--- config.mk ---
export PLATFORM = sky130hd
export DESIGN_NAME = rst_sequencer
export DESIGN_NICKNAME = d
export VERILOG_FILES = /design/src/rst_seq_pkg.sv /design/src/rst_release_sync.sv /design/src/rst_sequencer.sv
export SDC_FILE = /design/constraint.sdc
export NUM_CORES = 1
export LEC_CHECK = 0
export BUFFER_PORTS_ARGS = -buffer_cell sky130_fd_sc_hd__buf_2
export CAP_MARGIN = 20
export CORE_MARGIN = 2
export CORE_UTILIZATION = 30
export CTS_CLUSTER_DIAMETER = 100
export DETAILED_ROUTE_END_ITERATION = 8
export PLACE_DENSITY = 0.62
export SETUP_SLACK_MARGIN = 0.4
export SYNTH_ARGS = -nofsm -noshare
export SYNTH_HDL_FRONTEND = slang
export SYNTH_SLANG_ARGS = --single-unit
--- constraint.sdc ---
create_clock -name ref_clk_i -period 3.2 [get_ports ref_clk_i]
set_clock_uncertainty 0.15 [all_clocks]
set_input_delay 0.64 -clock ref_clk_i [delete_from_list [all_inputs] [get_ports ref_clk_i]]
set_output_delay 0.64 -clock ref_clk_i [all_outputs]
set_load 0.03 [all_outputs]
--- src/rst_seq_pkg.sv ---
package rst_seq_pkg;

  // Core clock rate
  localparam int unsigned CLK_MHZ = 250;

  // Ceiling division of a time in ns to cycles at CLK_MHZ
  function automatic int unsigned ns_to_cyc(input int unsigned ns);
    ns_to_cyc = (ns * CLK_MHZ + 999) / 1000;
  endfunction

  // Times in ns, as specified
  localparam int unsigned WAKE_PREP_NS     = 20000;   // Least deep sleep release wait
  localparam int unsigned PROC_1ST_LVD_NS  = 672000;  // First ext release, detector used
  localparam int unsigned PROC_1ST_NOLV_NS = 399000;  // First ext release, no detector
  localparam int unsigned PROC_NXT_LVD_NS  = 531000;  // Later ext release, detector used
  localparam int unsigned PROC_NXT_NOLV_NS = 259000;  // Later ext release, no detector
  localparam int unsigned STAB_TYP_NS      = 990000;  // Supply stabilisation wait
  localparam int unsigned STAB_MAX_NS      = 2300000; // Upper bound of that wait

  // Cycle counts
  localparam int unsigned WAKE_PREP_CYC     = ns_to_cyc(WAKE_PREP_NS);
  localparam int unsigned PROC_1ST_LVD_CYC  = ns_to_cyc(PROC_1ST_LVD_NS);
  localparam int unsigned PROC_1ST_NOLV_CYC = ns_to_cyc(PROC_1ST_NOLV_NS);
  localparam int unsigned PROC_NXT_LVD_CYC  = ns_to_cyc(PROC_NXT_LVD_NS);
  localparam int unsigned PROC_NXT_NOLV_CYC = ns_to_cyc(PROC_NXT_NOLV_NS);
  localparam int unsigned STAB_CYC          = ns_to_cyc(STAB_TYP_NS);
  localparam int unsigned PLL_LOCK_CYC      = 1024;   // Plain default lock time
  localparam int unsigned ISR_DELAY_CYC     = 14;     // Core IRQ valid to ISR start

  // Wait counter width
  localparam int unsigned CNT_W = 20;

  // Interrupt lines seen by the wake logic
  localparam int unsigned IRQ_W = 32;

  // Reset cause bit positions
  localparam int unsigned SRC_EXT  = 0;
  localparam int unsigned SRC_WDT  = 1;
  localparam int unsigned SRC_POR  = 2;
  localparam int unsigned SRC_LVD  = 3;
  localparam int unsigned SRC_SW   = 4;
  localparam int unsigned SRC_PAR  = 5;
  localparam int unsigned SRC_ILL  = 6;
  localparam int unsigned SRC_OSTP = 7;
  localparam int unsigned SRC_N    = 8;

  // Reset causes, bit i matches SRC_* above
  typedef logic [SRC_N-1:0] reset_sources_t;

  // Oscillator enables
  typedef struct packed {
    logic hoco;    // Internal high-speed
    logic xtal;    // Main crystal
    logic subxtal; // Sub crystal
    logic loco;    // Internal low-speed
    logic ext_clk; // External main and sub clock inputs accepted
  } osc_en_t;

  localparam osc_en_t OSC_ALL_OFF = 5'h00;
  localparam osc_en_t OSC_RUN_ON  = 5'h1F;

  // Core clock source in use before deep sleep
  typedef enum logic [1:0] {
    CLK_HOCO,
    CLK_EXT,
    CLK_XTAL,
    CLK_PLL
  } clk_src_t;

  // Crystal settle time per select code, plain defaults in cycles
  function automatic logic [CNT_W-1:0] settle_cyc(input logic [2:0] sel);
    settle_cyc = CNT_W'(32'h0000_0100) << sel;
  endfunction

endpackage

--- src/rst_release_sync.sv ---
`timescale 1ns/100ps

// Asserts at once on the request, releases two edges after it drops
module rst_release_sync (
  input  wire logic ref_clk_i, // Core clock
  input  wire logic req_i,     // Merged reset request, active high
  output logic      rel_n_o    // Synchronised release, low while held
);

  logic meta_q; // First stage, read only by the second

  // Asynchronous assertion, clocked release
  always_ff @(posedge ref_clk_i or posedge req_i) begin
    if (req_i) begin
      meta_q  <= 1'b0;
      rel_n_o <= 1'b0;
    end else begin
      meta_q  <= 1'b1;
      rel_n_o <= meta_q;
    end
  end

endmodule

--- src/rst_sequencer.sv ---
`timescale 1ns/100ps

module rst_sequencer #(
  parameter int unsigned WAKE_PREP_CYC = rst_seq_pkg::WAKE_PREP_CYC,
  parameter int unsigned PROC_1L_CYC   = rst_seq_pkg::PROC_1ST_LVD_CYC,
  parameter int unsigned PROC_1N_CYC   = rst_seq_pkg::PROC_1ST_NOLV_CYC,
  parameter int unsigned PROC_NL_CYC   = rst_seq_pkg::PROC_NXT_LVD_CYC,
  parameter int unsigned PROC_NN_CYC   = rst_seq_pkg::PROC_NXT_NOLV_CYC,
  parameter int unsigned STAB_CYC      = rst_seq_pkg::STAB_CYC
) (
  input  wire logic                            ref_clk_i,
  input  wire logic                            rst_n_i,
  input  wire logic                            external_reset_pin_n_i,
  input  wire logic                            wdt_overflow_i,
  input  wire logic                            por_detect_i,
  input  wire logic                            supply_level_detector_i,
  input  wire logic                            software_system_reset_request_i,
  input  wire logic                            ram_parity_error_i,
  input  wire logic                            illegal_access_i,
  input  wire logic                            osc_stop_reset_i,
  input  wire logic                            supply_detect_control_i,
  input  wire logic                            sleep_enter_i,
  input  wire rst_seq_pkg::clk_src_t           clk_src_i,
  input  wire logic [2:0]                      osc_settle_select_i,
  input  wire logic [rst_seq_pkg::IRQ_W-1:0]   irq_pending_i,
  input  wire logic [rst_seq_pkg::IRQ_W-1:0]   irq_mask_i,
  output logic                                 sys_reset_n_o,
  output logic                                 core_run_o,
  output logic                                 sleeping_o,
  output logic                                 reset_vector_fetch_o,
  output logic                                 core_irq_o,
  output logic                                 isr_start_o,
  output rst_seq_pkg::osc_en_t                 osc_en_o,
  output logic                                 core_clk_hoco_o,
  output logic                                 wdt_reset_o,
  output logic                                 detector_logic_reset_o,
  output logic                                 rtc_run_o,
  output rst_seq_pkg::reset_sources_t          reset_cause_flags_o,
  output logic                                 debug_port_pin_a_o,
  output logic                                 debug_port_pin_a_oe_o,
  output logic                                 debug_port_pin_b_o,
  output logic                                 debug_port_pin_b_oe_o
);

  // Sequencer states
  typedef enum logic [2:0] {
    ST_HOLD,  // Reset asserted
    ST_STAB,  // Supply stabilisation wait
    ST_PROC,  // Reset processing
    ST_RUN,   // Normal operation
    ST_SLEEP, // Deep sleep
    ST_WAKE,  // Release preparation
    ST_IRQ    // Core IRQ to ISR start
  } seq_state_t;

  seq_state_t                          state_q;     // Current state
  rst_seq_pkg::reset_sources_t         src;         // Live sources
  rst_seq_pkg::reset_sources_t         held_src_q;  // Sources of reset in progress
  logic                                merged_req;  // Any source active
  logic                                rel_n;       // Synchronised release
  logic [rst_seq_pkg::CNT_W-1:0]       cnt_q;       // Wait counter
  logic [rst_seq_pkg::CNT_W-1:0]       wake_cyc;    // Wake wait length
  logic [rst_seq_pkg::CNT_W-1:0]       proc_cyc;    // Processing length
  logic                                first_done_q;// An ext release seen since POR
  logic                                wake_req;    // Unmasked pending interrupt
  logic                                ext_por;     // Held reset is ext or POR

  // Source merge, pin is active low
  always_comb begin
    src = '0;
    src[rst_seq_pkg::SRC_EXT]  = ~external_reset_pin_n_i;
    src[rst_seq_pkg::SRC_WDT]  = wdt_overflow_i;
    src[rst_seq_pkg::SRC_POR]  = por_detect_i;
    src[rst_seq_pkg::SRC_LVD]  = supply_level_detector_i;
    src[rst_seq_pkg::SRC_SW]   = software_system_reset_request_i;
    src[rst_seq_pkg::SRC_PAR]  = ram_parity_error_i;
    src[rst_seq_pkg::SRC_ILL]  = illegal_access_i;
    src[rst_seq_pkg::SRC_OSTP] = osc_stop_reset_i;
  end

  // One request, all sources treated alike
  // Block reset joins as a source
  assign merged_req = (|src) | ~rst_n_i;

  // Immediate assertion, synchronised release
  // Only the release edge meets the clock
  rst_release_sync u_release (
    .ref_clk_i (ref_clk_i),
    .req_i     (merged_req),
    .rel_n_o   (rel_n)
  );

  // Supply sources drop once supply is above threshold
  // Output is the second sync stage itself
  assign sys_reset_n_o = rel_n;

  // Interrupt wake condition, mask bit clear
  assign wake_req = |(irq_pending_i & ~irq_mask_i);

  // Release preparation length per clock source
  // Source must hold steady during sleep
  always_comb begin
    wake_cyc = rst_seq_pkg::CNT_W'(WAKE_PREP_CYC);
    case (clk_src_i)
      rst_seq_pkg::CLK_XTAL: begin
        // Longer of 20us and settle time
        if (rst_seq_pkg::settle_cyc(osc_settle_select_i) > wake_cyc) begin
          wake_cyc = rst_seq_pkg::settle_cyc(osc_settle_select_i);
        end
      end
      rst_seq_pkg::CLK_PLL: begin
        // Lock time added
        wake_cyc = wake_cyc + rst_seq_pkg::CNT_W'(rst_seq_pkg::PLL_LOCK_CYC);
      end
      default: begin
        wake_cyc = rst_seq_pkg::CNT_W'(WAKE_PREP_CYC);
      end
    endcase
  end

  // Processing length from cause, history and detector use
  // Held causes: live ones are gone here
  always_comb begin
    if (held_src_q[rst_seq_pkg::SRC_EXT] && !first_done_q) begin
      proc_cyc = supply_detect_control_i ? rst_seq_pkg::CNT_W'(PROC_1L_CYC)
                                         : rst_seq_pkg::CNT_W'(PROC_1N_CYC);
    end else if (supply_detect_control_i) begin
      proc_cyc = rst_seq_pkg::CNT_W'(PROC_NL_CYC);
    end else begin
      proc_cyc = rst_seq_pkg::CNT_W'(PROC_NN_CYC);
    end
  end

  // External or power-on reset in progress
  // Keeps debug pins floating in the tail
  assign ext_por = held_src_q[rst_seq_pkg::SRC_EXT] | held_src_q[rst_seq_pkg::SRC_POR];

  // Main sequencer and its wait counter
  // Ends compare with >= so none can wedge
  always_ff @(posedge ref_clk_i) begin
    if (!rel_n) begin
      // Any source, any state, even deep sleep
      state_q <= ST_HOLD;
      cnt_q   <= '0;
    end else begin
      case (state_q)
        ST_HOLD: begin
          // Self release once sources drop
          cnt_q <= '0;
          if (held_src_q[rst_seq_pkg::SRC_POR]) begin
            state_q <= ST_STAB;
          end else begin
            state_q <= ST_PROC;
          end
        end
        ST_STAB: begin
          // Stabilisation before processing
          if (cnt_q >= rst_seq_pkg::CNT_W'(STAB_CYC - 1)) begin
            cnt_q   <= '0;
            state_q <= ST_PROC;
          end else begin
            cnt_q <= cnt_q + 1'b1;
          end
        end
        ST_PROC: begin
          // Processing, then restart from vector
          if (cnt_q >= proc_cyc - 1'b1) begin
            cnt_q   <= '0;
            state_q <= ST_RUN;
          end else begin
            cnt_q <= cnt_q + 1'b1;
          end
        end
        ST_RUN: begin
          // Enter deep sleep on request
          cnt_q <= '0;
          if (sleep_enter_i) begin
            state_q <= ST_SLEEP;
          end
        end
        ST_SLEEP: begin
          // Only unmasked interrupt wakes here
          cnt_q <= '0;
          if (wake_req) begin
            state_q <= ST_WAKE;
          end
        end
        ST_WAKE: begin
          // Release preparation
          if (cnt_q >= wake_cyc - 1'b1) begin
            cnt_q   <= '0;
            state_q <= ST_IRQ;
          end else begin
            cnt_q <= cnt_q + 1'b1;
          end
        end
        ST_IRQ: begin
          // Fixed latency to ISR
          if (cnt_q >= rst_seq_pkg::CNT_W'(rst_seq_pkg::ISR_DELAY_CYC - 1)) begin
            cnt_q   <= '0;
            state_q <= ST_RUN;
          end else begin
            cnt_q <= cnt_q + 1'b1;
          end
        end
        default: begin
          cnt_q   <= '0;
          state_q <= ST_HOLD;
        end
      endcase
    end
  end

  // Sources of the reset in progress, cleared on normal running
  // ORed in hold so late joiners stay
  always_ff @(posedge ref_clk_i) begin
    if (!rel_n) begin
      if (state_q == ST_HOLD) begin
        held_src_q <= held_src_q | src;
      end else begin
        held_src_q <= src;
      end
    end else if (state_q == ST_PROC && cnt_q >= proc_cyc - 1'b1) begin
      held_src_q <= '0;
    end
  end

  // Cause flags of the latest reset, POR clears history
  always_ff @(posedge ref_clk_i) begin
    if (src[rst_seq_pkg::SRC_POR]) begin
      reset_cause_flags_o <= rst_seq_pkg::reset_sources_t'(1) << rst_seq_pkg::SRC_POR;
    end else if (!rst_n_i) begin
      // Block reset leaves no recorded cause
      reset_cause_flags_o <= '0;
    end else if (!rel_n && state_q != ST_HOLD) begin
      reset_cause_flags_o <= src;
    end else if (!rel_n) begin
      reset_cause_flags_o <= reset_cause_flags_o | src;
    end
  end

  // First external release after POR tracking
  always_ff @(posedge ref_clk_i) begin
    // Block reset counts as a fresh power-up
    if (src[rst_seq_pkg::SRC_POR] || !rst_n_i) begin
      first_done_q <= 1'b0;
    end else if (state_q == ST_PROC && held_src_q[rst_seq_pkg::SRC_EXT]
                 && cnt_q >= proc_cyc - 1'b1) begin
      first_done_q <= 1'b1;
    end
  end

  // Core control outputs
  // Fetch pulse and run start share the processing terminal-count term
  always_ff @(posedge ref_clk_i) begin
    if (!rel_n) begin
      core_run_o           <= 1'b0;
      sleeping_o           <= 1'b0;
      reset_vector_fetch_o <= 1'b0;
      core_irq_o           <= 1'b0;
      isr_start_o          <= 1'b0;
    end else begin
      // Run from vector after processing
      reset_vector_fetch_o <= (state_q == ST_PROC) && (cnt_q >= proc_cyc - 1'b1);
      core_run_o  <= (state_q == ST_RUN) || (state_q == ST_IRQ) ||
                     ((state_q == ST_PROC) && (cnt_q >= proc_cyc - 1'b1));
      sleeping_o  <= (state_q == ST_SLEEP) || (state_q == ST_WAKE) ||
                     ((state_q == ST_RUN) && sleep_enter_i);
      // Core IRQ pulses for one cycle as the wake wait ends
      core_irq_o  <= (state_q == ST_WAKE) && (cnt_q >= wake_cyc - 1'b1);
      isr_start_o <= (state_q == ST_IRQ) &&
                     (cnt_q == rst_seq_pkg::CNT_W'(rst_seq_pkg::ISR_DELAY_CYC - 1));
    end
  end

  // Clock control, all stopped while reset is held
  // Hold state covered as well as sync tail
  always_ff @(posedge ref_clk_i) begin
    if (!rel_n || state_q == ST_HOLD) begin
      osc_en_o        <= rst_seq_pkg::OSC_ALL_OFF;
      core_clk_hoco_o <= 1'b1;
    end else begin
      osc_en_o        <= rst_seq_pkg::OSC_RUN_ON;
      // Restart always on HOCO, software may switch later
      core_clk_hoco_o <= 1'b1;
    end
  end

  // Side resets for watchdog, detector and RTC
  // RTC gated by the live power-on level
  always_ff @(posedge ref_clk_i) begin
    // Watchdog cleared by every reset
    wdt_reset_o <= ~rel_n || (state_q == ST_HOLD);
    // Detector logic spared by its own reset
    detector_logic_reset_o <= ~rel_n && ((held_src_q | src) !=
                              (rst_seq_pkg::reset_sources_t'(1) << rst_seq_pkg::SRC_LVD));
    // RTC stops only on power-on reset
    rtc_run_o <= ~src[rst_seq_pkg::SRC_POR];
  end

  // Debug pins: float in ext/POR reset, else pulled high
  // Live sources cover the first edge
  always_ff @(posedge ref_clk_i) begin
    debug_port_pin_a_o <= 1'b1;
    debug_port_pin_b_o <= 1'b1;
    if ((!rel_n || state_q == ST_HOLD) &&
        (ext_por || src[rst_seq_pkg::SRC_EXT] || src[rst_seq_pkg::SRC_POR])) begin
      debug_port_pin_a_oe_o <= 1'b0;
      debug_port_pin_b_oe_o <= 1'b0;
    end else begin
      debug_port_pin_a_oe_o <= 1'b1;
      debug_port_pin_b_oe_o <= 1'b1;
    end
  end

endmodule

### Word-level counts from Yosys, hierarchy flattened

Index checks and enable logic that the tools add are counted.
Widths: inputs -> output; s select.

| word-level totals | value |
|---|---|
| flip-flop bits (word level) | 56 |
| latch bits | 0 |
| RAM bits | 0 |
| bits in read-only memories | 0 |
| bits of input ports | 81 |
| output and inout port bits | 27 |
| word-level logic and storage cells | 114 |
| memories | 0 |

| cells by class | value |
|---|---|
| $add $sub $neg | 3 |
| $mul | 0 |
| div/mod/pow operators | 0 |
| order comparisons | 5 |
| eq/ne operators | 19 |
| shifts and indexed selects | 1 |
| mux-type cells | 26 |
| bitwise gates (word level) | 10 |
| reductions and logical operators | 28 |

Operator list:

| cell | count |
|---|---|
| $mux 20 | 5 |
| $pmux 20 s4 | 1 |
| $mux 18 | 3 |
| $ge 20x20->1 | 2 |
| $mux 8 | 5 |
| $pmux 20 s2 | 1 |
| $sub 20x1->20 const B | 2 |
| $and 32x32->32 | 1 |
| $not 32->32 | 1 |
| $reduce_or 32->1 | 1 |
| $mux 3 | 7 |
| $pmux 3 s7 | 1 |
| $add 20x1->20 const B | 1 |
| $eq 20x4->1 const B | 1 |
| $ge 20x18->1 const B | 1 |
| $ge 20x4->1 const B | 1 |
| $gt 20x13->1 const B | 1 |
| $shl 9x3->20 const A | 1 |
| $or 8x8->8 | 2 |
| $ne 2x2->1 const B | 7 |
| $logic_and 1x1->1 | 10 |
| $eq 3x3->1 const B | 3 |
| $logic_or 1x1->1 | 9 |
| $ne 8x4->1 const B | 1 |
| other kinds (16) | 24 |

### Logic depth before layout (Yosys ltp)

Gate-level depths: netlist (run 1).

| logic depth | value |
|---|---|
| depth in word-level cells | 8 |
| depth in mapped cells | 15 |

### Cells and area by module

From an unflattened synthesis (run 1), not the netlist that was laid out.

| unflattened totals | value |
|---|---|
| cells, all modules | 411 |
| area total of the unflattened synthesis | 3437.0 µm² |

Modules (own cells, without submodules):

| module | instances | cells an instance | area each (µm²) | sequential area each (µm²) |
|---|---|---|---|---|
| rst_sequencer | 1 | 407 | 3379.5 | 1081.0 |
| rst_release_sync | 1 | 4 | 57.6 | 50.0 |

### Least setup slack after synthesis (run 1)

Ideal clock, no wire load.

| timing | value |
|---|---|
| path kind | input to register |
| start | input port clk_src_i[1] |
| end | register cnt_q[1] in the netlist's numbering |
| setup time | 0.062 ns |
| arrival time | 2.966 ns |
| slack | 0.022 ns |
| stages | 14 |
| buffers on the path | 1 |
| cell sequence | nand2_1 nor2_1 o21a_1 ha_1 nand2_1 ha_1 and3_1 and4b_1 a221o_1 a211oi_2 nand4_1 and3_4 buf_6 nor2b_2 |

| between the ends | value |
|---|---|
| longest elaborated chain between the ends | 6 |
| elaborated cells on any way between the ends | 7 |
| those cells by class | 1 x add/sub; 1 x order compare; 2 x eq/ne; 3 x mux |

Ends and longest elaborated chain:

| element | line | text |
|---|---|---|
| start, declared | rst_sequencer.sv:23 | `input wire rst_seq_pkg::clk_src_t clk_src_i,` |
| $eq 2x2->1 | rst_sequencer.sv:104 | `case (clk_src_i)` |
| $pmux 20 s2 (*) | rst_sequencer.sv:104 |  |
| $sub 20x1->20 (*) | rst_sequencer.sv:190 | `if (cnt_q >= wake_cyc - 1'b1) begin` |
| $ge 20x20->1 (*) | rst_sequencer.sv:190 |  |
| $mux 20 (*) | rst_sequencer.sv:190 |  |
| $pmux 20 s4 (*) | rst_sequencer.sv:146 | `case (state_q)` |
| end signal, assigned | rst_sequencer.sv:162 | `cnt_q <= cnt_q + 1'b1;` |
| end signal, assigned | rst_sequencer.sv:194 | `cnt_q <= cnt_q + 1'b1;` |
| end signal, assigned | rst_sequencer.sv:203 | `cnt_q <= cnt_q + 1'b1;` |
| end, declared | rst_sequencer.sv:61 | `logic [rst_seq_pkg::CNT_W-1:0] cnt_q;` |

Every way passes the cells marked *; elsewhere a longest branch is shown, timed or not.
A chain may end at the register's enable or synchronous reset.

### Worst setup path in the final report (run 1)

| timing | value |
|---|---|
| start | input port osc_settle_select_i[1] |
| end | register cnt_q[1] in the netlist's numbering |

| between the ends | value |
|---|---|
| longest elaborated chain between the ends | 8 |

Ends and longest elaborated chain:

| element | line | text |
|---|---|---|
| start, declared | rst_sequencer.sv:24 | `input wire logic [2:0] osc_settle_select_i,` |
| $shl 9x3->20 (*) | rst_seq_pkg.sv:72 | `settle_cyc = CNT_W'(32'h0000_0100) << sel;` |
| $gt 20x13->1 | rst_sequencer.sv:107 | `if (rst_seq_pkg::settle_cyc(osc_settle_select_i) > wake_cyc) begin` |
| $mux 20 (*) | rst_sequencer.sv:107 |  |
| $pmux 20 s2 (*) | rst_sequencer.sv:104 |  |
| $sub 20x1->20 (*) | rst_sequencer.sv:190 |  |
| $ge 20x20->1 (*) | rst_sequencer.sv:190 |  |
| $mux 20 (*) | rst_sequencer.sv:190 |  |
| $pmux 20 s4 (*) | rst_sequencer.sv:146 |  |

Marked as above.

==> impl_metrics.py, run 1 <==
metrics = {
    "run_status": {
        "status": "completed",
    },
    "timing": {
        "layout_setup_ws_ps": 129,
        "maxSlewViolCount": 0,
        "timing.slew.headroom_pct": 56.9,
        "finalCriticalPeriod_ps": 3070,
        "whs_ps": 208,
        "hold_violations": 0,
        "tightest_slew_ps": 647,
        "fin_crit_sh_pct": 96.0,
        "tns_ps": 0,
        "setup_viol": 0,
        "clock.fmax_ghz": 0.326,
        "grt_setup_unrepaired": "yes",
    },
    "worst_setup_path": {
        "crit_type": "primary input to flop",
        "critical-path-top-delay-family": "simple AND/OR/NAND/NOR gates",
        "arrival_ps": 3150,
        "crit_start": "osc_settle_select_i[1]",
        "worstSetupEndpointType": "flop",
        "cp_num_buf_inv": 2,
        "cp_cell_sequence": "buf_2 > o21a_4 > buf_4 > xor2_2 > ha_1 > and4b_1 > a221o_1 > a211oi_4 > nand4_1 > and3_4 > nor2b_2",
        "slowest_stage": "a221o_1",
        "regToRegStartpoint": "first_done_q$_SDFFE_PP0P_",
        "max_stage_delay_ps": 350,
        "worstSetupStartpointType": "primary input",
        "crit_fanout": 6,
        "critPathRequiredTime_ps": 3280,
    },
    "place": {
        "place_area_mm2": 0.00412,
        "dp.cells": 648,
        "place.gp.congestion": 0.830,
        "dp_slack_ps": -184,
        "numPortBuffers": 104,
        "place_hpwl_mm": 6.65,
    },
    "finish": {
        "fin_cells": 667,
        "area_delta_synth_final_pct": 32.9,
        "fill_cells": 1079,
        "fin_area_mm2": 0.00452,
        "final_util_pct": 41.3,
        "regArea_mm2": 0.00113,
        "nets": 650,
        "multi_input_area_mm2": 0.00224,
        "drive_above_1_share_pct": 30.6,
        "antennaDiodeCount": 0,
    },
    "cts": {
        "clk_pin_slew_ps": 80,
        "cts_tree": "yes",
        "ctsHoldBuffers": 0,
        "clkLatencyLatePin_ps": 290,
        "cts-root-buf": "clkbuf_16",
        "ctsHtreeMaxLevel": 2,
        "numCtsBuffers": 5,
        "clockBufferDepth": 2,
        "cts.sinks": 52,
    },
    "worst_hold_path": {
        "hp-class": "flop to flop",
        "min_from": "u_release.meta_q$_DFF_PP0_",
    },
    "grt": {
        "grt_pass1_wl_mm": 14.5,
        "grt_pass1_vias": 3212,
        "antenna_found_initial": 0,
        "globalRouteOverflowTotal": 0,
        "grt_max_degree": 21,
        "track_usage_pct": 13.8,
    },
    "run": {
        "cap_violations": 0,
    },
    "routing": {
        "avgViaCountPerCell": 4.91,
        "vias": 3277,
        "drc": 0,
        "drt_wl_total_mm": 8.71,
        "drt_pre_antenna_iters": 4,
        "wl_per_cell_um": 13.1,
        "ant_nets": 0,
        "drt_iter0_drc": 141,
    },
    "floorplan": {
        "ios": 108,
        "design.core.area_mm2": 0.0109,
        "std_cell_rows": 38,
        "start_util_pct": 31.1,
        "die_area_mm2": 0.0122,
        "dieHeight_um": 110,
        "dieWidth_um": 110,
    },
    "power_and_ir_drop": {
        "power_density_mw_per_mm2": 451,
        "share_seq_of_total_power_pct": 39.8,
        "pwr-share-clk_pct": 27.1,
        "power.internal_mw": 1.29,
        "swShare_pct": 36.6,
        "finalPower_mw": 2.04,
        "ir_drop_v": 0.000250,
        "switchingPower_mw": 0.745,
        "p_leak_nw": 2.05,
        "p_comb_share_pct": 33.1,
    },
    "synthesis": {
        "yosys_warnings": 0,
        "syn_area_mm2": 0.00340,
        "ys_seq_elements": 52,
        "synth_edf_count": 8,
        "avgSynthCellArea_um2": 8.34,
        "postSynthCellCount": 408,
        "ys.flop_type": "dfxtp_1",
        "synth-seq-area-share_pct": 33.3,
        "synthArstFlopShare_pct": 3.85,
        "synth.distinct_cells": 51,
    },
}
-- power groups by stage --
stage / sequential (mW) / combinational (mW) / clock (mW)
2_1_floorplan: 0.825 / 0.458 / 0
3_3_place_gp: 0.819 / 0.581 / 0
3_5_place_dp: 0.822 / 0.595 / 0
4_1_cts: 0.808 / 0.636 / 0.561
5_1_grt: 0.825 / 0.743 / 0.588
6_report: 0.811 / 0.674 / 0.552
-- registers in the layout, summed over array words and instances, names as in the netlist --
register and cells:
held_src_q 8, debug_port_pin_b_oe_o 1, u_release.rel_n_o 1, detector_logic_reset_o 1
cnt_q 20, u_release.meta_q 1, sleeping_o 1, wdt_reset_o 1
osc_en_o 1, rtc_run_o 1, core_irq_o 1, isr_start_o 1
first_done_q 1, reset_cause_flags_o 8, core_run_o 1, reset_vector_fetch_o 1
state_q 3
-- area by class of cell --
cell class	count	share of cell area [%]
clock buffer	5	2.77
clock inverter	3	0.554
inverter	43	3.57
multi-input combinational	305	49.5
sequential	52	25.0
tap	140	3.88
timing repair buffer	119	14.7
-- worst register-to-register path: cells and delay by family, from the launching register on --
kind / cells / cell delay (ps)
AOI/OAI and AO/OA: 4 / 690
buffers and inverters: 2 / 330
adders and majority gates: 2 / 520
DFF: 1 / 310
and+or+nand+nor: 4 / 900
-- cell usage after synthesis, drive strengths merged (11+ instances only) --
cell type	instances	area, um2
nand4	12	75.1
nor3	11	55.1
xor2	11	96.3
buf	14	109
nand2	25	93.8
dfxtp	42	841
nand3	14	70.1
ha	43	538
o22ai	13	81.3
nor4	14	87.6
inv	43	161
a21oi	18	90.1
nor2	53	201
-- layer usage --
metal	vias up	wire length [um]	global-route usage, %
li1	1676	-	-
met1	1501	4000	18.4
met2	90	4170	23.7
met3	10	448	2.09
met4	0	97	2.75
met5	-	0	0
-- final timing paths --
check / depth (start not counted) / slack, ps / endpoint
max: 11 / 130 / cnt_q[1]$_SDFF_PN0_
max in group asynchronous: 5 / 1620 / u_release.meta_q$_DFF_PP0_
min reg2reg: 0 / 210 / u_release.rel_n_o$_DFF_PP0_
max reg2reg: 12 / 230 / cnt_q[1]$_SDFF_PN0_
min in group asynchronous: 3 / 320 / u_release.rel_n_o$_DFF_PP0_
min: 0 / 210 / u_release.rel_n_o$_DFF_PP0_
-- timing repair --
item / in CTS / in global routing
buffers inserted: 5 / 3
gates cloned: 2 / 1
pin swaps: 3 / 14
setup endpoints to repair: 31 / 34
gates resized for setup: 14 / 24
-- kinds of logic after synthesis --
family | synth area share [%]
and+or+nand+nor | 22.9
other | 0.221
xor gates and xnor gates | 5.15
AOI/OAI and AO/OA | 14.3
DFF | 33.3
adders and majority gates | 15.8
buffers and inverters | 8.39
-- cells in the final DEF, fill, tap and decap left out, drive strengths merged, types with 3 or more instances in the layout --
cell type,instances
xor2,11
nor3,11
dfxtp,42
a21o,3
a22oi,7
xnor2,9
nor2,53
a211oi,5
buf,119
ha,43
clkbuf,5
and3,6
nand2,25
nand4,12
o21a,5
o21ai,10
a21oi,18
nor4,14
conb,9
nand2b,9
nand3,14
o22ai,13
edfxtp,8
inv,45
Note: power is estimated with default switching activity, not from simulation.
==> inputs of run 2 (changes only) <==
--- a/config.mk
+++ b/config.mk
@@ -15,4 +15,5 @@
 export SETUP_SLACK_MARGIN = 0.4
 export SYNTH_ARGS = -nofsm -noshare
 export SYNTH_HDL_FRONTEND = slang
+export SYNTH_HIERARCHICAL = 1
 export SYNTH_SLANG_ARGS = --single-unit
==> run 2 against run 1 <==
Worst hold slack worse by 3.8 ps; routed wire length rose by 1.5%; flip-flop and latch count did not move; critical path type unchanged; highest routed layer is now met5.
==> impl_metrics.py, run 2 <==
metrics = {
    "worst_setup_path": {
        "crit_type": "primary input to flop",
        "critical-path-top-delay-family": "simple AND/OR/NAND/NOR gates",
        "cp_cell_sequence": "buf_8 > nand2_8 > nor2_4 > o21a_1 > ha_4 > xnor2_2 > nand2_1 > ha_1 > nand4_1 > nor4_2 > a22oi_2 > and3_4 > o31ai_4 > buf_6 > clkbuf_16 > nor2_1",
        "worstSetupStartpointType": "primary input",
        "critPathRequiredTime_ps": 3240,
        "slowest_stage": "ha_1",
        "arrival_ps": 2910,
        "crit_fanout": 5,
        "worstSetupEndpointType": "flop",
        "cp_num_buf_inv": 3,
        "max_stage_delay_ps": 290,
    },
    "routing": {
        "drc": 0,
        "drt_wl_total_mm": 8.84,
        "vias": 3287,
        "drt_pre_antenna_iters": 4,
        "drt_iter0_drc": 157,
        "wl_per_cell_um": 13.1,
        "avgViaCountPerCell": 4.88,
        "ant_nets": 0,
    },
    "timing": {
        "grt_setup_unrepaired": "yes",
        "timing.slew.headroom_pct": 62.2,
        "clock.fmax_ghz": 0.348,
        "fin_crit_sh_pct": 89.9,
        "tightest_slew_ps": 553,
        "setup_viol": 0,
        "finalCriticalPeriod_ps": 2880,
        "maxSlewViolCount": 0,
        "hold_violations": 0,
        "tns_ps": 0,
    },
    "grt": {
        "antenna_found_initial": 1,
        "grt_max_degree": 29,
        "track_usage_pct": 14.3,
        "grt_pass1_wl_mm": 14.5,
        "grt_pass1_vias": 3147,
        "globalRouteOverflowTotal": 0,
    },
    "cts": {
        "clk_pin_slew_ps": 70,
        "clkLatencyLatePin_ps": 300,
        "numCtsBuffers": 5,
        "cts-root-buf": "clkbuf_16",
        "cts_tree": "yes",
        "cts.sinks": 52,
        "ctsHtreeMaxLevel": 2,
        "clockBufferDepth": 2,
    },
    "floorplan": {
        "dieWidth_um": 111,
        "dieHeight_um": 111,
        "start_util_pct": 30.4,
        "design.core.area_mm2": 0.0113,
        "die_area_mm2": 0.0123,
        "std_cell_rows": 39,
        "ios": 108,
    },
    "synthesis": {
        "ys.flop_type": "dfxtp_1",
        "synth.distinct_cells": 54,
        "yosys_warnings": 6,
        "synth-seq-area-share_pct": 32.9,
        "yosys.cell_count.top_type": "nor2_1",
        "ys_seq_elements": 52,
        "synth_top_cell_area_share_pct": 24.5,
        "postSynthCellCount": 411,
        "syn_area_mm2": 0.00344,
        "synthArstFlopShare_pct": 3.85,
        "avgSynthCellArea_um2": 8.36,
        "synth_edf_count": 8,
        "yosysTopAreaCell": "dfxtp_1",
        "ys_top_cells_by_area": "dfxtp_1, ha_1, edfxtp_1",
        "synthTopCellsByCount": "nor2_1, ha_1, dfxtp_1, inv_1, a21oi_1",
    },
    "finish": {
        "layout_commonest_cell": "buf_2",
        "regMostFlops": "cnt_q",
        "largest_registers": "cnt_q (20), held_src_q (8), reset_cause_flags_o (8)",
        "final_cell_mix": "buf_2, nor2_1, dfxtp_1",
        "antennaDiodeCount": 0,
        "area_delta_synth_final_pct": 35.7,
        "largest_register_ffs": 20,
        "drive_above_1_share_pct": 32.4,
        "nets": 654,
    },
    "power_and_ir_drop": {
        "power_density_mw_per_mm2": 424,
        "finalPower_mw": 1.98,
        "ir_drop_v": 0.000275,
        "p_leak_nw": 2.18,
    },
    "place": {
        "numPortBuffers": 104,
        "place_hpwl_mm": 6.87,
        "place.gp.congestion": 0.859,
    },
    "run": {
        "cap_violations": 0,
    },
    "worst_hold_path": {
        "hp-class": "flop to flop",
    },
    "run_status": {
        "status": "completed",
    },
}
==> run 2: cell count changes in the layout (fill, tap and decap cells not counted), sizes merged, moves of 5 or more <==
cell	delta
a21oi	+9
a22oi	-6
nor4	-7
nor2b	+5
nand2b	+7
o22ai	-6
==> run 2: cells by family after synthesis <==
kind of cell	count (synthesis)	share of synthesized area (%)
other	3	0.328
DFF	52	32.9
xor gates and xnor gates	20	5.10
adders and majority gates	43	15.7
AOI/OAI and AO/OA	76	14.7
and+or+nand+nor	160	24.1
buffers and inverters	57	7.21
==> run 2: area by class of cell <==
class	instances	area, um2
Clock inverter	3	47.5
Multi-Input combinational cell	308	2300
Inverter	41	156
Clock buffer	5	125
Fill cell	1127	6660
Sequential cell	52	1130
Timing Repair Buffer	122	726
Tap cell	143	179
==> run 2: final timing paths <==
path | start | endpoint | slack [ps] | cells past startpoint
worst max register to register | held_src_q[0]$_SDFFCE_PP0P_ | cnt_q[8]$_SDFF_PN0_ | 440 | 14
worst min register to register | u_release/meta_q$_DFF_PP0_ | u_release/rel_n_o$_DFF_PP0_ | 200 | 0
max in group asynchronous | ram_parity_error_i | u_release/meta_q$_DFF_PP0_ | 2010 | 5
worst max-delay path | clk_src_i[1] | cnt_q[3]$_SDFF_PN0_ | 320 | 16
worst min-delay path | u_release/meta_q$_DFF_PP0_ | u_release/rel_n_o$_DFF_PP0_ | 200 | 0
min in group asynchronous | illegal_access_i | u_release/rel_n_o$_DFF_PP0_ | 270 | 4
==> run 2: where the power goes <==
part	switching [mW]	total, mW	internal, mW
combinational	0.345	0.617	0.272
clock	0.241	0.613	0.372
sequential	0.0381	0.749	0.711
total	0.624	1.98	1.36
==> run 2: worst reg2reg max path, delay by kind of cell (launching register included) <==
family | cells | cell delay, ps
buffers and inverters | 4 | 430
AND/OR/NAND/NOR | 3 | 460
AO/OA/AOI/OAI | 5 | 870
flip-flops | 1 | 430
adder cells (fa/ha/maj) | 2 | 370
==> run 2: what timing repair did <==
action                                  CTS  global route
cloned                                    1             1
buffers inserted                          3             4
endpoints found under the setup margin   30            31
resized for setup                        15            20
pin swaps                                 6            10
hold buffers                              0             0
==> run 2: per-layer routing <==
layer  global-route usage [%]  vias up  share of wire (%)
met1                     17.6     1504                 43
met2                     25.6      115                 48
li1                         -     1656                  -
met4                     3.95        2                1.2
met3                     2.68       10                7.1
met5                        0        -               0.15
==> run 2: metrics by stage <==
| step | util, % | hold WS [ps] | area [um2] | worst slack, ps | std cells |
|---|---|---|---|---|---|
| after floorplan | - | 181 | 3570 | 343 | 417 |
| after global placement | 37.5 | 188 | 4240 | 27.7 | 657 |
| after detailed placement | 37.5 | 191 | 4240 | -69.2 | 657 |
| after CTS | 40.0 | 208 | 4530 | 357 | 669 |
| after global routing | 41.2 | 220 | 4660 | 132 | 674 |
| final | 41.2 | 205 | 4660 | 323 | 674 |
